===== config.mk =====
export PLATFORM = sky130hd
export DESIGN_NAME = port_pin_function_mux
export DESIGN_NICKNAME = d
export VERILOG_FILES = /design/src/rtl/pin_mux_pkg.sv /design/src/rtl/port_pin_function_mux.sv
export SDC_FILE = /design/constraint.sdc
export NUM_CORES = 1
export LEC_CHECK = 0
export BUFFER_PORTS_ARGS = -buffer_cell sky130_fd_sc_hd__clkbuf_2
export CAP_MARGIN = 25
export CORE_AREA = 2 2 332 334
export CTS_BUF_LIST = sky130_fd_sc_hd__clkbuf_16
export DETAILED_ROUTE_END_ITERATION = 16
export DIE_AREA = 0 0 334 336
export GPL_TIMING_DRIVEN = 1
export PLACE_DENSITY_LB_ADDON = 0.12
export REMOVE_ABC_BUFFERS = 1
export SYNTH_ARGS = -nofsm -noshare
export SYNTH_HDL_FRONTEND = slang
export SYNTH_SLANG_ARGS = --single-unit

===== constraint.sdc =====
create_clock -name mclk -period 2.7 [get_ports mclk]
set_clock_uncertainty 0.05 [all_clocks]
set_input_delay 0.135 -clock mclk [delete_from_list [all_inputs] [get_ports mclk]]
set_output_delay 0.135 -clock mclk [all_outputs]
set_load 0.1 [all_outputs]

===== src/rtl/pin_mux_pkg.sv =====
// Constants shared by the port pin function multiplexer
package pin_mux_pkg;
  localparam int NUM_PINS = 37;
  localparam int NUM_ALT  = 4;
  localparam int AW       = 8;

  // Pin indices: port A 0..7, B 8..15, C 16..23, D 24..31, E 32..36
  localparam int OUT_ONLY_PORT_PIN = 4;
  localparam int OPEN_DRAIN_PIN_A  = 2;
  localparam int OPEN_DRAIN_PIN_B  = 3;
  localparam int GPIO_ONLY_CHK_PIN = 8;
  localparam int FULL_ALT_CHK_PIN  = 0;

  localparam logic [NUM_PINS-1:0] OUT_ONLY_MASK   = 37'h00_0000_0010;
  localparam logic [NUM_PINS-1:0] OPEN_DRAIN_MASK = 37'h00_0000_000C;
  localparam logic [NUM_PINS-1:0] HIGH_DRIVE_MASK = 37'h00_0300_3000;

  // Fixed slot population per pin, slot 1 lowest priority, slot 4 highest
  localparam logic [NUM_PINS-1:0] ALT1_PRESENT = 37'h00_0000_0F2F;
  localparam logic [NUM_PINS-1:0] ALT2_PRESENT = 37'h1F_03FF_3FFF;
  localparam logic [NUM_PINS-1:0] ALT3_PRESENT = 37'h00_000F_FFDF;
  localparam logic [NUM_PINS-1:0] ALT4_PRESENT = 37'h00_0000_C033;

  // Register byte addresses, one 32-bit word each
  localparam logic [AW-1:0] REG_DATA_LO  = 8'h00;
  localparam logic [AW-1:0] REG_DATA_HI  = 8'h04;
  localparam logic [AW-1:0] REG_DIR_LO   = 8'h08;
  localparam logic [AW-1:0] REG_DIR_HI   = 8'h0C;
  localparam logic [AW-1:0] REG_PULL_LO  = 8'h10;
  localparam logic [AW-1:0] REG_PULL_HI  = 8'h14;
  localparam logic [AW-1:0] REG_DRIVE_LO = 8'h18;
  localparam logic [AW-1:0] REG_DRIVE_HI = 8'h1C;
  localparam logic [AW-1:0] REG_LEVEL_LO = 8'h20;
  localparam logic [AW-1:0] REG_LEVEL_HI = 8'h24;

  localparam logic [NUM_PINS-1:0] PIN_CFG_RESET = 37'h00_0000_0000;
  localparam logic [31:0]         RDATA_RESET   = 32'h0000_0000;
  localparam logic [2:0]          OWNER_GPIO    = 3'h0;
endpackage


===== src/rtl/port_pin_function_mux.sv =====
// Port pin function multiplexer with GPIO registers
`timescale 1ns/1ps
module port_pin_function_mux
(
  input  wire logic                                        mclk,
  input  wire logic                                        resetn,
  input  wire logic [pin_mux_pkg::AW-1:0]                  addr,
  input  wire logic [31:0]                                 wdata,
  input  wire logic                                        wr_stb,
  input  wire logic                                        rd_stb,
  output logic      [31:0]                                 rdata,
  input  wire logic [pin_mux_pkg::NUM_PINS-1:0]            pin_in,
  output logic      [pin_mux_pkg::NUM_PINS-1:0]            pin_out,
  output logic      [pin_mux_pkg::NUM_PINS-1:0]            pin_oe_n,
  output logic      [pin_mux_pkg::NUM_PINS-1:0]            pin_pull_en,
  output logic      [pin_mux_pkg::NUM_PINS-1:0]            pin_hidrive,
  input  wire logic [pin_mux_pkg::NUM_ALT-1:0][pin_mux_pkg::NUM_PINS-1:0] alt_en,
  input  wire logic [pin_mux_pkg::NUM_ALT-1:0][pin_mux_pkg::NUM_PINS-1:0] alt_out,
  input  wire logic [pin_mux_pkg::NUM_ALT-1:0][pin_mux_pkg::NUM_PINS-1:0] alt_drive,
  output logic      [pin_mux_pkg::NUM_ALT-1:0][pin_mux_pkg::NUM_PINS-1:0] alt_in
);
  import pin_mux_pkg::*;

  localparam logic [NUM_ALT-1:0][NUM_PINS-1:0] ALT_PRESENT = {ALT4_PRESENT, ALT3_PRESENT,
                                                              ALT2_PRESENT, ALT1_PRESENT};

  // Pins the checks below watch; any pin of the same kind would serve, except open-drain pins 2 and 3 for the unpopulated-slot check
  localparam int HIDRIVE_CHK_PIN = 12;
  localparam int UNPOP_CHK_PIN   = 16;

  // Highest enabled slot wins; 0 means GPIO
  function automatic logic [2:0] owner_of(input logic [3:0] en);
    logic [2:0] o;
    o = OWNER_GPIO;
    if (en[3]) begin
      o = 3'h4;
    end else if (en[2]) begin
      o = 3'h3;
    end else if (en[1]) begin
      o = 3'h2;
    end else if (en[0]) begin
      o = 3'h1;
    end
    return o;
  endfunction

  // Merges a 32-bit word into the low or high part of a pin vector
  function automatic logic [NUM_PINS-1:0] merge(input logic [NUM_PINS-1:0] cur,
                                                input logic [31:0] w, input logic hi);
    logic [NUM_PINS-1:0] r;
    r = cur;
    if (hi) begin
      r[NUM_PINS-1:32] = w[NUM_PINS-33:0];
    end else begin
      r[31:0] = w;
    end
    return r;
  endfunction

  logic [NUM_PINS-1:0] data_q;
  logic [NUM_PINS-1:0] dir_q;
  logic [NUM_PINS-1:0] pull_q;
  logic [NUM_PINS-1:0] drive_q;
  logic [NUM_PINS-1:0] level_q;

  logic [NUM_PINS-1:0] drv_val;
  logic [NUM_PINS-1:0] drv_en;
  logic [NUM_PINS-1:0] oe_n_d;
  logic [NUM_PINS-1:0] pull_d;
  logic [NUM_PINS-1:0] hid_d;
  logic [NUM_ALT-1:0][NUM_PINS-1:0] alt_in_d;

  genvar gp;
  genvar gs;
  generate
    for (gp = 0; gp < NUM_PINS; gp++) begin : g_pin
      wire [3:0] en_ok;
      wire [2:0] own;
      wire       to_gpio;
      for (gs = 0; gs < NUM_ALT; gs++) begin : g_slot
        assign en_ok[gs] = alt_en[gs][gp] & ALT_PRESENT[gs][gp];
        // highest enable
        // Non-owners see a quiet low, so a takeover can look like an edge to them
        assign alt_in_d[gs][gp] = (own == 3'(gs + 1)) & pin_in[gp] & ~OUT_ONLY_MASK[gp];
      end
      assign own     = owner_of(en_ok);
      assign to_gpio = (own == OWNER_GPIO);
      assign drv_en[gp]  = to_gpio ? dir_q[gp] : alt_drive[3'(own - 3'h1)][gp];
      assign drv_val[gp] = to_gpio ? data_q[gp] : alt_out[3'(own - 3'h1)][gp];
    end
  endgenerate

  assign oe_n_d = ~(drv_en & (~drv_val | ~OPEN_DRAIN_MASK));
  // pullup on inputs
  // Open-drain pins keep the pullup while released so the line can rise
  assign pull_d = pull_q & ~OUT_ONLY_MASK & (~drv_en | (OPEN_DRAIN_MASK & drv_val));
  assign hid_d  = drive_q & HIGH_DRIVE_MASK & drv_en;

  wire hi_sel = addr[2];
  wire wr_data  = wr_stb & ((addr == REG_DATA_LO)  | (addr == REG_DATA_HI));
  wire wr_dir   = wr_stb & ((addr == REG_DIR_LO)   | (addr == REG_DIR_HI));
  wire wr_pull  = wr_stb & ((addr == REG_PULL_LO)  | (addr == REG_PULL_HI));
  wire wr_drive = wr_stb & ((addr == REG_DRIVE_LO) | (addr == REG_DRIVE_HI));

  function automatic logic [31:0] pick(input logic [NUM_PINS-1:0] v, input logic hi);
    return hi ? {{(64 - NUM_PINS){1'b0}}, v[NUM_PINS-1:32]} : v[31:0];
  endfunction

  logic [31:0] rd_word;
  always_comb begin
    rd_word = RDATA_RESET;
    unique case (addr)
      REG_DATA_LO, REG_DATA_HI:   rd_word = pick(data_q, hi_sel);
      REG_DIR_LO, REG_DIR_HI:     rd_word = pick(dir_q, hi_sel);
      REG_PULL_LO, REG_PULL_HI:   rd_word = pick(pull_q, hi_sel);
      REG_DRIVE_LO, REG_DRIVE_HI: rd_word = pick(drive_q, hi_sel);
      REG_LEVEL_LO, REG_LEVEL_HI: rd_word = pick(level_q, hi_sel);
      default:                    rd_word = RDATA_RESET;
    endcase
  end

  always_ff @(posedge mclk or negedge resetn) begin
    if (!resetn) begin
      data_q  <= PIN_CFG_RESET;
      dir_q   <= PIN_CFG_RESET;
      pull_q  <= PIN_CFG_RESET;
      drive_q <= PIN_CFG_RESET;
    end else begin
      if (wr_data) begin
        data_q <= merge(data_q, wdata, hi_sel);
      end
      if (wr_dir) begin
        dir_q <= merge(dir_q, wdata, hi_sel);
      end
      if (wr_pull) begin
        pull_q <= merge(pull_q, wdata, hi_sel);
      end
      if (wr_drive) begin
        // Normal pins keep no high-drive bit, so a readback shows what applies
        drive_q <= merge(drive_q, wdata, hi_sel) & HIGH_DRIVE_MASK;
      end
    end
  end

  // Read data idle at zero outside the cycle after a read strobe
  // no input path
  always_ff @(posedge mclk or negedge resetn) begin
    if (!resetn) begin
      level_q <= PIN_CFG_RESET;
      rdata   <= RDATA_RESET;
    end else begin
      level_q <= pin_in & ~OUT_ONLY_MASK;
      rdata   <= rd_stb ? rd_word : RDATA_RESET;
    end
  end

  // Pin controls leave from flops: one cycle of latency, but no glitches at the pads
  always_ff @(posedge mclk or negedge resetn) begin
    if (!resetn) begin
      pin_out     <= PIN_CFG_RESET;
      pin_oe_n    <= ~PIN_CFG_RESET;
      pin_pull_en <= PIN_CFG_RESET;
      pin_hidrive <= PIN_CFG_RESET;
      alt_in      <= '0;
    end else begin
      pin_out     <= drv_val & ~OPEN_DRAIN_MASK;
      pin_oe_n    <= oe_n_d;
      pin_pull_en <= pull_d;
      pin_hidrive <= hid_d;
      alt_in      <= alt_in_d;
    end
  end

  chk_outonly_no_input: assert property (@(posedge mclk) disable iff (!resetn)
    (alt_in[0][OUT_ONLY_PORT_PIN] | alt_in[1][OUT_ONLY_PORT_PIN] | alt_in[2][OUT_ONLY_PORT_PIN]
     | alt_in[3][OUT_ONLY_PORT_PIN] | level_q[OUT_ONLY_PORT_PIN]) == 1'b0)
    else $error("output-only pin shows an input path");

  chk_pull_input_only: assert property (@(posedge mclk) disable iff (!resetn)
    ##1 ((pin_pull_en & ~pin_oe_n & ~OPEN_DRAIN_MASK) == '0)
        && (pin_pull_en == ($past(pull_q) & ~OUT_ONLY_MASK
                            & (~$past(drv_en) | (OPEN_DRAIN_MASK & $past(drv_val))))))
    else $error("pullup state does not follow input use");

  chk_hidrive_out: assert property (@(posedge mclk) disable iff (!resetn)
    $past(drive_q[12]) && !pin_oe_n[12] |-> pin_hidrive[12])
    else $error("high drive missing on driven high-current pin");

  chk_hidrive_mask: assert property (@(posedge mclk) disable iff (!resetn)
    (pin_hidrive & (~HIGH_DRIVE_MASK | pin_oe_n)) == '0)
    else $error("high drive on a normal or undriven pin");

  chk_opendrain_low: assert property (@(posedge mclk) disable iff (!resetn)
    ((~pin_oe_n & pin_out & OPEN_DRAIN_MASK) == '0)
    and (!pin_oe_n[OPEN_DRAIN_PIN_A] |-> !pin_out[OPEN_DRAIN_PIN_A])
    and (!pin_oe_n[OPEN_DRAIN_PIN_B] |-> !pin_out[OPEN_DRAIN_PIN_B]))
    else $error("open-drain pin driven high");

  chk_reset_hiz: assert property (@(posedge mclk)
    !resetn |-> ##1 (&pin_oe_n && pin_pull_en == '0 && alt_in == '0))
    else $error("pins not released by reset");

  chk_prio_owner: assert property (@(posedge mclk) disable iff (!resetn)
    alt_en[3][FULL_ALT_CHK_PIN] && alt_en[0][FULL_ALT_CHK_PIN]
    |=> !alt_in[0][FULL_ALT_CHK_PIN] && alt_in[3][FULL_ALT_CHK_PIN] == $past(pin_in[FULL_ALT_CHK_PIN]))
    else $error("lower slot kept the pin");

  chk_slot_rank: assert property (@(posedge mclk) disable iff (!resetn)
    alt_en[2][FULL_ALT_CHK_PIN] && alt_en[1][FULL_ALT_CHK_PIN] && !alt_en[3][FULL_ALT_CHK_PIN]
    |=> pin_oe_n[FULL_ALT_CHK_PIN] == !$past(alt_drive[2][FULL_ALT_CHK_PIN]))
    else $error("slot 3 does not outrank slot 2");

  chk_gpio_return: assert property (@(posedge mclk) disable iff (!resetn)
    (alt_en[0][GPIO_ONLY_CHK_PIN] | alt_en[1][GPIO_ONLY_CHK_PIN] | alt_en[2][GPIO_ONLY_CHK_PIN]) == 1'b0
    |=> pin_oe_n[GPIO_ONLY_CHK_PIN] == !$past(dir_q[GPIO_ONLY_CHK_PIN])
        && pin_out[GPIO_ONLY_CHK_PIN] == $past(data_q[GPIO_ONLY_CHK_PIN]))
    else $error("pin not back under GPIO control");

  chk_fixed_table: assert property (@(posedge mclk) disable iff (!resetn)
    ##1 ((alt_in[0] & ~ALT1_PRESENT) | (alt_in[1] & ~ALT2_PRESENT)
         | (alt_in[2] & ~ALT3_PRESENT) | (alt_in[3] & ~ALT4_PRESENT)) == '0)
    else $error("unpopulated slot received the pin");

  chk_outonly_no_pull: assert property (@(posedge mclk) disable iff (!resetn)
    !pin_pull_en[OUT_ONLY_PORT_PIN])
    else $error("output-only pin has its pullup on");

  chk_level_sample: assert property (@(posedge mclk) disable iff (!resetn)
    $past(resetn) |-> level_q == ($past(pin_in) & ~OUT_ONLY_MASK))
    else $error("pin level register does not follow the pins");

  chk_pull_on_input: assert property (@(posedge mclk) disable iff (!resetn)
    pull_q[GPIO_ONLY_CHK_PIN] && !drv_en[GPIO_ONLY_CHK_PIN] |=> pin_pull_en[GPIO_ONLY_CHK_PIN])
    else $error("pullup missing on an input pin");

  chk_drive_reg_mask: assert property (@(posedge mclk) disable iff (!resetn)
    (drive_q & ~HIGH_DRIVE_MASK) == '0)
    else $error("high drive stored for a normal pin");

  chk_opendrain_out_zero: assert property (@(posedge mclk) disable iff (!resetn)
    (pin_out & OPEN_DRAIN_MASK) == '0)
    else $error("open-drain pin shows a high output level");

  chk_reset_regs: assert property (@(posedge mclk)
    !resetn |-> ##1 (data_q == PIN_CFG_RESET && dir_q == PIN_CFG_RESET && pull_q == PIN_CFG_RESET
                     && drive_q == PIN_CFG_RESET && rdata == RDATA_RESET))
    else $error("configuration not cleared by reset");

  chk_top_slot_drives: assert property (@(posedge mclk) disable iff (!resetn)
    alt_en[3][FULL_ALT_CHK_PIN]
    |=> pin_oe_n[FULL_ALT_CHK_PIN] == !$past(alt_drive[3][FULL_ALT_CHK_PIN])
        && pin_out[FULL_ALT_CHK_PIN] == $past(alt_out[3][FULL_ALT_CHK_PIN]))
    else $error("top slot does not drive its pin");

  chk_slot2_over_slot1: assert property (@(posedge mclk) disable iff (!resetn)
    alt_en[1][FULL_ALT_CHK_PIN] && alt_en[0][FULL_ALT_CHK_PIN]
    && !alt_en[2][FULL_ALT_CHK_PIN] && !alt_en[3][FULL_ALT_CHK_PIN]
    |=> pin_out[FULL_ALT_CHK_PIN] == $past(alt_out[1][FULL_ALT_CHK_PIN]) && !alt_in[0][FULL_ALT_CHK_PIN])
    else $error("slot 2 does not outrank slot 1");

  chk_loser_input_low: assert property (@(posedge mclk) disable iff (!resetn)
    alt_en[3][FULL_ALT_CHK_PIN]
    |=> !alt_in[0][FULL_ALT_CHK_PIN] && !alt_in[1][FULL_ALT_CHK_PIN] && !alt_in[2][FULL_ALT_CHK_PIN])
    else $error("a lower slot still sees the pin");

  chk_owner_gets_level: assert property (@(posedge mclk) disable iff (!resetn)
    alt_en[0][FULL_ALT_CHK_PIN] && !alt_en[1][FULL_ALT_CHK_PIN]
    && !alt_en[2][FULL_ALT_CHK_PIN] && !alt_en[3][FULL_ALT_CHK_PIN]
    |=> alt_in[0][FULL_ALT_CHK_PIN] == $past(pin_in[FULL_ALT_CHK_PIN]))
    else $error("owning slot does not see the pin level");

  chk_unpop_ignored: assert property (@(posedge mclk) disable iff (!resetn)
    alt_en[3][UNPOP_CHK_PIN] && !alt_en[2][UNPOP_CHK_PIN]
    && !alt_en[1][UNPOP_CHK_PIN] && !alt_en[0][UNPOP_CHK_PIN]
    |=> !alt_in[3][UNPOP_CHK_PIN] && pin_oe_n[UNPOP_CHK_PIN] == !$past(dir_q[UNPOP_CHK_PIN]))
    else $error("enable on an empty slot took the pin");

  chk_hidrive_slot_out: assert property (@(posedge mclk) disable iff (!resetn)
    alt_en[1][HIDRIVE_CHK_PIN] && alt_drive[1][HIDRIVE_CHK_PIN]
    && !alt_en[2][HIDRIVE_CHK_PIN] && drive_q[HIDRIVE_CHK_PIN]
    |=> pin_hidrive[HIDRIVE_CHK_PIN])
    else $error("peripheral output lost its high drive");
endmodule


# Yosys cells after proc, flatten, opt, wreduce, memory -nomap -nowiden
# Index checks and enable logic that the tools add are counted.
# word_totals
regBits	449
latch_bits	0
ramBits	0
mem_bits_ro	0
inputBits	525
memories	0
# op_classes
add_sub_neg	31
mul	0
div	0
order_cmp	31
n_eq_ne	129
shift	0
muxes	256
bitwise	136
reduce_logical	44
# op_table
cell	count
37-bit binary-select mux with 2-bit select	62
32-bit two-way mux	5
32-bit one-hot mux with 5 select lines	1
1-bit bitwise AND	124
3-bit by 2-bit equality test with 1-bit output, second input constant	35
3-bit logical NOT	31
3-bit < comparator, second input constant	31
3-bit two-way mux	30
26-bit two-way mux	3
37-bit bitwise AND	2
37-bit two-way mux	2
37-bit NOT	2
1-bit two-way mux	73
36-bit two-way mux	2
35-bit two-way mux	2
34-bit two-way mux	2
33-bit two-way mux	2
3-bit by 1-bit equality test with 1-bit output, second input constant	19
2-bit two-way mux	28
3-bit equality test, second input constant	18
3-bit by 1-bit subtractor with 3-bit output, second input constant	18
2-bit equality test, second input constant	25
25-bit two-way mux	2
24-bit two-way mux	2
35 further kinds	106

# Logic depth before layout (Yosys ltp)
# Gate-level depths: netlist (run 1).
# logic_depth
word_depth	11
depth_mapped	8
mapped_depth_nobuf	8

# Worst setup path before layout (run 1)
# OpenSTA, ideal clock, no wires.
# synth_path
path_type	input to register
startpoint	input port addr[7] (netlist name)
endpoint	register pull_q[32]
arrival_ps	1727
setup_slack_ps	798
stages	6
path_cell_list	or4_1 -> buf_2 -> nor3b_4 -> and3_1 -> buf_2 -> mux2_2
# synth_between
elab_chain_len	4
# synth_lines
item	line_no	source
start, declared	port_pin_function_mux.sv:7	input wire logic [pin_mux_pkg::AW-1:0] addr,
8-bit by 5-bit equality test with 1-bit output	port_pin_function_mux.sv:102	wire wr_pull = wr_stb & ((addr == REG_PULL_LO) | (addr == REG_PULL_HI));
1-bit bitwise OR *	port_pin_function_mux.sv:102	
1-bit bitwise AND *	port_pin_function_mux.sv:102	
2-bit AND reduction (no source line) *	n/a	
end signal, assigned	port_pin_function_mux.sv:136	pull_q <= merge(pull_q, wdata, hi_sel);
end, declared	port_pin_function_mux.sv:62	logic [NUM_PINS-1:0] pull_q;
# Mark *: on every way between the ends. The rest lies on a longest branch, timed or not.
# A chain may end at the register's enable or synchronous reset.

# Final worst setup path (run 1)
# layout_path
startpoint	input port alt_en[45] (netlist name)
endpoint	register pin_out[8] (netlist name)
# layout_between
elab_chain_len	6
# layout_lines
item	line_no	source
start, declared	port_pin_function_mux.sv:17	input wire logic [pin_mux_pkg::NUM_ALT-1:0][pin_mux_pkg::NUM_PINS-1:0] alt_en,
3-bit two-way mux *	port_pin_function_mux.sv:39	end else if (en[1]) begin
3-bit two-way mux *	port_pin_function_mux.sv:37	end else if (en[2]) begin
3-bit by 1-bit subtractor with 3-bit output	port_pin_function_mux.sv:89	assign drv_val[gp] = to_gpio ? data_q[gp] : alt_out[3'(own - 3'h1)][gp];
37-bit binary-select mux with 2-bit select	port_pin_function_mux.sv:89	
9-bit two-way mux (not written as such)	port_pin_function_mux.sv:89	
1-bit two-way mux *	port_pin_function_mux.sv:89	
named net drv_val[8]	port_pin_function_mux.sv:66	logic [NUM_PINS-1:0] drv_val;
end signal, assigned	port_pin_function_mux.sv:166	pin_out <= drv_val & ~OPEN_DRAIN_MASK;
end, declared	port_pin_function_mux.sv:13	output logic [pin_mux_pkg::NUM_PINS-1:0] pin_out,
# Mark *: on every way through the listed nets, which the timed path passes. The rest lies on a longest branch. The select of a mux whose other input is x is not followed.

==> results of run 1 <==
tightest hold or removal path, delay by kind of cell:
family	cells	cell delay [ps]
AND/OR/NAND/NOR	2	200
AO/OA/AOI/OAI	2	170
buffers and inverters	1	130
stage by stage:
| stage | TNS, ps | setup WS, ps | hold WS (ps) |
|---|---|---|---|
| global placement | 0 | 314 | 150 |
| global route | 0 | 3.24 | 28.7 |
| detailed placement | 0 | 266 | 156 |
| finish | 0 | 42.7 | 26.3 |
| floorplan | -7660 | -239 | -211 |
| CTS | 0 | 49.9 | 7.89 |
worst max path at each step:
stage,startpoint,endpoint,slack (ps),depth (start not counted)
after floorplan,addr[7],dir_q[0],-240,4
after global placement,addr[7],rdata[28],310,7
after detailed placement,addr[7],rdata[28],270,7
after CTS,alt_en[45],pin_out[8],50,8
after global routing,alt_en[82],pin_out[8],3,8
final,alt_en[45],pin_out[8],40,8
final cells by class:
cell class / instances / area, um2 / share of cell area [%]
clock inverters: 39 / 328 / 1.36
multi-input cells: 792 / 5940 / 24.7
inverters: 41 / 154 / 0.639
flip-flops and latches: 364 / 9160 / 38.0
diodes: 5 / 12.5 / 0.0520
well taps: 1414 / 1770 / 7.35
clock buffers: 48 / 1200 / 4.99
repair buffers: 802 / 5530 / 22.9
layout by cell type (no fill, tap or decap), types with 3 or more instances in the layout:
master	Yosys	layout
nor2b_1	37	37
nand2_1	47	46
mux2_2	166	166
diode_2	0	5
o21ai_0	23	23
buf_12	0	5
o22ai_1	4	4
clkbuf_16	0	48
nand3_1	18	17
inv_1	41	48
dfstp_2	37	37
nor3b_1	7	7
nor3_1	6	6
clkinv_2	0	8
clkinvlp_4	0	4
a22oi_1	28	28
dfrtp_1	327	327
nand2b_1	15	15
clkbuf_2	0	495
conb_1	1	123
o221ai_1	3	3
bufinv_16	0	4
clkinv_1	0	10
mux4_2	6	6
a32oi_1	3	3
nor2_1	27	27
or2_2	11	11
a31oi_1	7	7
ha_1	35	34
a21oi_1	52	52
mux2i_1	54	54
buf_4	116	30
and2_1	69	69
dlygate4sd3_1	0	270
and3b_1	13	13
inv_6	0	4
a211oi_1	3	3
registers in the layout (all words and copies together) (netlist names):
register,flops
drive_q,4
pin_hidrive,4
alt_in,69
level_q,36
pin_out,35
pin_oe_n,37
rdata,32
pull_q,37
dir_q,37
data_q,37
pin_pull_en,36
layer usage:
| metal | GRT usage, % | part of all wire, % | vias to the layer above |
|---|---|---|---|
| li1 | - | - | 5638 |
| met5 | 0 | 0.053 | - |
| met2 | 18.0 | 48 | 421 |
| met3 | 3.47 | 7.7 | 75 |
| met4 | 2.94 | 2.2 | 6 |
| met1 | 13.3 | 42 | 6026 |
power by group:
part	leakage (nW)	total, mW	switching (mW)	internal, mW
sequential	4.74	5.89	0.135	5.75
combinational	6.33	3.43	2.57	0.866
clock	0.767	6.32	2.69	3.63
total	11.8	15.6	5.39	10.2
cell usage after synthesis (all sizes together) (3+ instances only):
library cell | count | share of area [%]
a211oi | 3 | 0.14
a21oi | 52 | 1.6
a22oi | 28 | 1.3
a31oi | 7 | 0.28
a32oi | 3 | 0.17
and2 | 69 | 2.7
and3b | 13 | 0.72
buf | 137 | 6.4
clkbuf | 9 | 0.21
dfrtp | 327 | 52
dfstp | 37 | 6.2
ha | 35 | 2.8
inv | 41 | 0.98
mux2 | 168 | 12
mux2i | 54 | 3.4
mux4 | 6 | 0.86
nand2 | 49 | 1.2
nand2b | 15 | 0.59
nand3 | 18 | 0.57
nor2 | 27 | 0.64
nor2b | 37 | 1.5
nor3 | 9 | 0.38
nor3b | 8 | 0.45
o21ai | 23 | 0.73
o221ai | 3 | 0.17
o22ai | 4 | 0.16
or2 | 11 | 0.44
cells by family (layout without fill, tap and decap cells):
family | Yosys count | after routing | synth area share, %
mux | 228 | 228 | 16.3
compound gates | 133 | 133 | 5.17
simple gates | 273 | 273 | 10.2
other cells | 1 | 128 | 0.0238
buf+inv | 187 | 930 | 7.56
flops | 364 | 364 | 58.0
fa+ha+maj | 35 | 35 | 2.78
repair_timing:
action,in CTS,in global routing
hold buffers,270,0
resized for setup,0,1
setup endpoints to repair,0,1
hold endpoints to repair,397,0
==> impl_metrics.yaml, run 1 <==
sta:
  finalHoldViolCount: 0
  setup-violations-final: 0
  rsz0062_at_grt: "no"
  slew-limit-headroom_pct: 49.5
  slew_violations: 0
  fin_crit_ps: 2660
  fin_crit_sh_pct: 98.4
  worstMarginPinSlew_ps: 758
  fmax_mhz: 376
yosys:
  synth_seq_cells: 364
  syn_area_per_cell_um2: 12.9
  async_flop_share_pct: 100
  ys_seq_area_share_pct: 58.0
  synthDistinctLibCells: 54
  ys_warn_count: 0
  syn_area_um2: 15800
  synth_edf_count: 0
  synthCells: 1221
  synth_flop_cell: "dfrtp_1"
min_path:
  min-delay-start: "alt_out[77]"
  hold_class: "in2reg"
  hold_depth: 5
  hold_end: "pin_oe_n[3]"
floorplan:
  core_um2: 108000
  die_area_um2: 112000
  pin_count: 853
  start_util_pct: 14.6
  die_w_um: 334
  die_height_um: 336
  num_rows: 121
critical_path:
  critPathMaxFanout: 3
  crit_buf_inv: 4
  reg2reg_depth: 5
  max_stage_delay_ps: 620
  crit_family: "buffers and inverters"
  slowest_stage: "dlygate4sd3_1"
  r2r-end: "pin_pull_en[13]"
  crit_type: "in2reg"
  critPathRequiredTime_ps: 3140
  crit_top_cell: "dlygate4sd3_1"
  worstSetupStartpointType: "input port"
  cp-end-kind: "flop"
  reg2reg_slack_ps: 1140
  critical_path.cell_chain: "dlygate4sd3_1 -> clkbuf_2 -> or2_2 -> dlygate4sd3_1 -> ha_4 -> mux4_2 -> dlygate4sd3_1 -> mux2_2"
  arrival_ps: 3100
  r2r-start: "dir_q[13]"
clock_network:
  cts_tree: "yes"
  cts_setup_buffers: 0
  cts.clk_slew.worst_paths_ps: 60
  clk_latency_ps: 620
  cts_sinks: 364
  cts_buffers: 48
  clockBufferDepth: 3
  root_buffer: "clkbuf_16"
  h-tree-depth: 2
global_routing:
  grt_pass1_vias: 13125
  grt.total_usage_pct: 10.8
  grt_max_degree: 70
  grt_overflow: 0
  antenna_found_initial: 6
  grt_pass1_wl_um: 88700
route:
  wl_per_cell_um: 17.6
  dr.first_iter.drc_count: 295
  wirelength_um: 61800
  via_per_inst: 3.47
  ant_nets: 0
  vias: 12166
  drtPass1Iterations: 6
  drc_errors: 0
final_layout:
  nets: 2609
  finalInstanceArea_um2: 24100
  fin_util_pct: 22.2
  layout-drive-gt1-share_pct: 40.2
  area_growth_pct: 52.6
  fill_cells: 11779
  instances_no_fill: 3505
place:
  placed_cell_area_um2: 19800
  placed_cells: 3143
  routabilityCongestion: 0.758
  io_buffers: 497
  hpwlAfterDp_um: 46400
pwr:
  p_leak_nw: 11.8
  ir_worst_vdd_mv: 0.446
  power_density_nw_per_um2: 649
  fin_total_pwr_mw: 15.6
outcome:
  status: "finished, final reports clean"
job:
  drv_cap: 0
(Power assumes the default switching activity.)
==> inputs of run 2 (changes only) <==
PLACE_DENSITY = 0.35   (was unset)
PLACE_DENSITY_LB_ADDON = unset   (was 0.12)
==> run 2 against run 1 <==
Compared with the run above:
- core utilization increased by 0.15 points
- routed wire length decreased by 2.8%
- sequential share of layout area decreased by 0.25 points
- via count increased by 0.55%
- highest routed layer unchanged
- sequential power about the same
==> impl_metrics.yaml, run 2 (synthesis results as in run 1) <==
outcome:
  status: "finished, final reports clean"
clock_network:
  cts.clk_slew.worst_paths_ps: 60
  root_buffer: "clkbuf_16"
  cts_setup_buffers: 0
  cts_buffers: 48
  cts_sinks: 364
  cts_tree: "yes"
  clk_latency_ps: 600
  clockBufferDepth: 3
  h-tree-depth: 2
floorplan:
  die_area_um2: 112000
  num_rows: 121
  start_util_pct: 14.6
  core_um2: 108000
  die_w_um: 334
  die_height_um: 336
  pin_count: 853
global_routing:
  grt_pass1_wl_um: 87100
  antenna_found_initial: 8
  grt_pass1_vias: 13229
  grt.total_usage_pct: 10.5
  grt_max_degree: 64
  grt_overflow: 0
sta:
  fin_crit_ps: 2520
  worstMarginPinSlew_ps: 675
  slew-limit-headroom_pct: 55.2
  finalHoldViolCount: 0
  slew_violations: 0
  fmax_mhz: 397
  fin_ws_ps: 178
  fin_crit_sh_pct: 93.4
  rsz0062_at_grt: "no"
  setup-violations-final: 0
route:
  via_per_inst: 3.49
  dr.first_iter.drc_count: 444
  vias: 12233
  drc_errors: 0
  ant_nets: 0
  wl_per_cell_um: 17.2
  wirelength_um: 60100
  drtPass1Iterations: 4
pwr:
  p_leak_nw: 11.9
  ir_worst_vdd_mv: 0.383
  power_density_nw_per_um2: 662
final_layout:
  largest-register: "alt_in"
  mostFrequentLayoutCell: "clkbuf_2"
  multi_input_area_um2: 5950
  area_growth_pct: 53.6
  mostFrequentLayoutCells: "clkbuf_2, dfrtp_1, dlygate4sd3_1"
  nets: 2605
  largest_register_ffs: 69
  instances_no_fill: 3501
  layout-drive-gt1-share_pct: 40.0
  seqCellArea_um2: 9160
  fill_cells: 11753
place:
  routabilityCongestion: 0.861
  placed_cells: 3141
  io_buffers: 497
  post-place-ws_ps: 229
  hpwlAfterDp_um: 45200
min_path:
  hold_depth: 4
  hold_class: "in2reg"
critical_path:
  reg2reg_depth: 5
  slowest_stage: "dlygate4sd3_1"
  max_stage_delay_ps: 580
  critical_path.cell_chain: "dlygate4sd3_1 -> clkbuf_2 -> nor2b_1 -> nor2_1 -> inv_1 -> ha_1 -> nor2_1 -> nand3_1 -> dlygate4sd3_1 -> nand3_1 -> dlygate4sd3_1"
  arrival_ps: 3010
  crit_type: "in2reg"
  crit_top_cell: "dlygate4sd3_1"
  critPathRequiredTime_ps: 3190
  critPathMaxFanout: 4
  worstSetupStartpointType: "input port"
  cp-end-kind: "flop"
job:
  drv_cap: 0
-- run 2: path summary, 6_finish.rpt --
kind | startpoint | end | slack, ps
max in group asynchronous | resetn | pin_oe_n[0] | 1630
worst max register to register | dir_q[12] | pin_pull_en[12] | 1120
worst min-delay path | alt_drive[116] | pin_pull_en[5] | 10
worst max-delay path | alt_en[48] | pin_oe_n[11] | 180
min in group asynchronous | resetn | alt_in[70] | 70
worst min register to register | data_q[27] | pin_out[27] | 350
-- run 2: layout make-up --
cell class	instances	share of cell area, %
clock buffer	49	5.06
antenna	3	0.0310
tap	1414	7.30
inverter	41	0.635
multi-input combinational	792	24.5
sequential	364	37.8
clock inverter	40	1.76
timing repair buffer	798	22.9
-- run 2: what timing repair did --
action / CTS / global route
hold endpoints to repair: 472 / 0
hold buffers: 270 / 0
setup endpoints to repair: 0 / 2
gates resized for setup: 0 / 2
-- run 2: worst max-delay path, delay by kind of cell --
kind / cells / cell delay, ps
and+or+nand+nor: 5 / 630
adders and majority gates: 1 / 350
buffers and inverters: 5 / 1910
-- run 2: per-layer routing --
metal  part of all wire [%]  global-route usage [%]
met1                     42                    12.8
met2                     48                    17.5
met3                    7.9                    3.49
met4                    2.7                    3.41
met5                  0.093                       0
-- run 2: report_power, final --
part	total, mW	switching [mW]	leakage, nW	internal [mW]
sequential	5.89	0.136	4.74	5.75
clock	6.72	2.58	0.830	4.15
combinational	3.44	2.57	6.35	0.870
-- run 2: stage by stage --
step           util, %  TNS [ps]  power [mW]  cell area, um2  hold slack [ps]
3_5_place_dp      18.3         0        9.09           19900              144
2_1_floorplan        -     -7660        8.24           15200             -211
4_1_cts           22.4         0        16.4           24200             2.65
5_1_grt           22.4         0        16.8           24200             15.6
3_3_place_gp      18.3         0        9.07           19900              140
6_report          22.4         0        16.0           24200             12.9
==> inputs of run 3 (changes only) <==
HOLD_SLACK_MARGIN = 0.05   (was unset)
PLACE_DENSITY = 0.33   (was 0.35)
==> run 3 against run 2 <==
Compared with the run above:
- final cell count increased by 0.54%
- die area unchanged
- register-to-register slack got worse by 140 ps
- routed wire length about the same
- core utilization about the same
- critical path type unchanged
- clock power decreased by 11%
- via count increased by 0.25%
- global-route usage about the same
- flip-flop and latch count unchanged
- combinational power about the same
- power decreased by 4.5%
- setup slack got worse by 160 ps
==> impl_metrics.yaml, run 3 (synthesis results as in run 1) <==
sta:
  fmax_mhz: 373
  fin_crit_ps: 2680
  fin_crit_sh_pct: 99.2
  rsz0062_at_grt: "yes"
  worstMarginPinSlew_ps: 768
  finalHoldViolCount: 0
  setup-violations-final: 0
  slew_violations: 0
  slew-limit-headroom_pct: 48.8
  fin_ws_ps: 21.0
clock_network:
  clockBufferDepth: 3
  clk_latency_ps: 600
  cts_buffers: 48
  cts.clk_slew.worst_paths_ps: 60
  root_buffer: "clkbuf_16"
  cts_tree: "yes"
  cts_sinks: 364
  h-tree-depth: 2
  cts_setup_buffers: 0
floorplan:
  die_height_um: 336
  num_rows: 121
  start_util_pct: 14.6
  die_w_um: 334
  pin_count: 853
  core_um2: 108000
  die_area_um2: 112000
min_path:
  hold_class: "in2async"
global_routing:
  grt_pass1_wl_um: 87300
  top_usage_layer: "met2"
  grt_util_met2_pct: 18.0
  antenna_found_initial: 8
  grt_overflow: 0
  grt_pass1_vias: 13447
  grt.total_usage_pct: 10.5
  grt_max_degree: 74
  grtUsageMet3_pct: 3.07
  use_met1_pct: 12.7
place:
  placed_cell_area_um2: 19900
  io_buffers: 497
  routabilityCongestion: 0.806
  post-place-ws_ps: 4.91
  hpwlAfterDp_um: 44700
outcome:
  status: "finished, final reports clean"
pwr:
  p_int_mw: 10.1
  p_clk_share_pct: 39.0
  fin_total_pwr_mw: 15.3
  netSwitchingPower_mw: 5.27
  ir_worst_vdd_mv: 0.414
  power_density_nw_per_um2: 632
  combPwrFrac_pct: 22.6
  p_leak_nw: 11.9
  power_frac_seq_pct: 38.4
  switching_share_pct: 34.4
job:
  drv_cap: 0
final_layout:
  nets: 2624
  largest_register_ffs: 69
  mostFrequentLayoutCell: "clkbuf_2"
  mostFrequentLayoutCells: "clkbuf_2, dfrtp_1, dlygate4sd3_1"
  largest-register: "alt_in"
  finalInstanceArea_um2: 24300
  multi_input_area_um2: 5950
  area_growth_pct: 53.8
  layout-drive-gt1-share_pct: 39.8
  fin_util_pct: 22.4
  fill_cells: 11741
  seqCellArea_um2: 9160
critical_path:
  arrival_ps: 3110
  critPathRequiredTime_ps: 3130
  crit_type: "in2reg"
  worstSetupStartpointType: "input port"
  critPathMaxFanout: 3
  cp-end-kind: "flop"
route:
  vias: 12263
  wirelength_um: 60100
  ant_nets: 0
  drtPass1Iterations: 6
  drc_errors: 0
  via_per_inst: 3.48
  wl_per_cell_um: 17.1
  dr.first_iter.drc_count: 329
-- run 3: final cells by class --
cell class / count / share of cell area (%)
clock buffer: 48 / 4.95
timing repair buffer: 817 / 23.8
sequential: 364 / 37.7
tap: 1414 / 7.29
multi-input combinational: 792 / 24.5
inverter: 41 / 0.634
antenna: 5 / 0.0516
clock inverter: 39 / 1.04
-- run 3: final timing paths --
kind | depth (start not counted) | slack, ps | start | end
max | 8 | 20 | alt_en[45] | pin_out[8]
min | 2 | 80 | resetn | alt_in[38]
max reg2reg | 5 | 980 | dir_q[17] | pin_pull_en[17]
min reg2reg | 0 | 350 | data_q[29] | pin_out[29]
max in group asynchronous | 3 | 1630 | resetn | pin_oe_n[15]
min in group mclk | 4 | 80 | alt_drive[5] | pin_pull_en[5]
-- run 3: stage by stage --
stage | hold slack [ps] | std cells | setup TNS, ps
5_1_grt | 97.7 | 3515 | -35.9
3_3_place_gp | 167 | 3141 | 0
2_1_floorplan | -211 | 1197 | -7660
3_5_place_dp | 173 | 3141 | 0
6_report | 77.3 | 3520 | 0
4_1_cts | 54.9 | 3516 | 0
-- run 3: what timing repair did --
item	CTS	global route
endpoints found under the setup margin	0	9
endpoints found under the hold margin	505	0
gates resized for setup	0	6
hold buffers	288	0
-- run 3: critical path, stage by stage --
cell and delay [ps]:
dlygate4sd3_1 530, clkbuf_2 120, or2_2 300, dlygate4sd3_1 620, ha_4 300, mux4_2 280
dlygate4sd3_1 560, mux2_2 260
-- run 3: power groups by stage --
stage               Sequential (mW)  Clock [mW]  Combinational, mW
finish                         5.89        5.97               3.47
global route                   5.92        6.49               3.65
CTS                            5.90        6.26               3.50
detailed placement             5.99           0               3.12
global placement               5.99           0               3.11
floorplan                      7.10           0               1.14
-- run 3: metal layers --
metal | part of all wire (%) | vias to the layer above | routed length (um)
met5 | 0.055 | - | 33
met4 | 2.1 | 6 | 1260
met3 | 7.2 | 65 | 4330
met2 | 49 | 458 | 29400
met1 | 42 | 6085 | 25100
li1 | - | 5649 | -
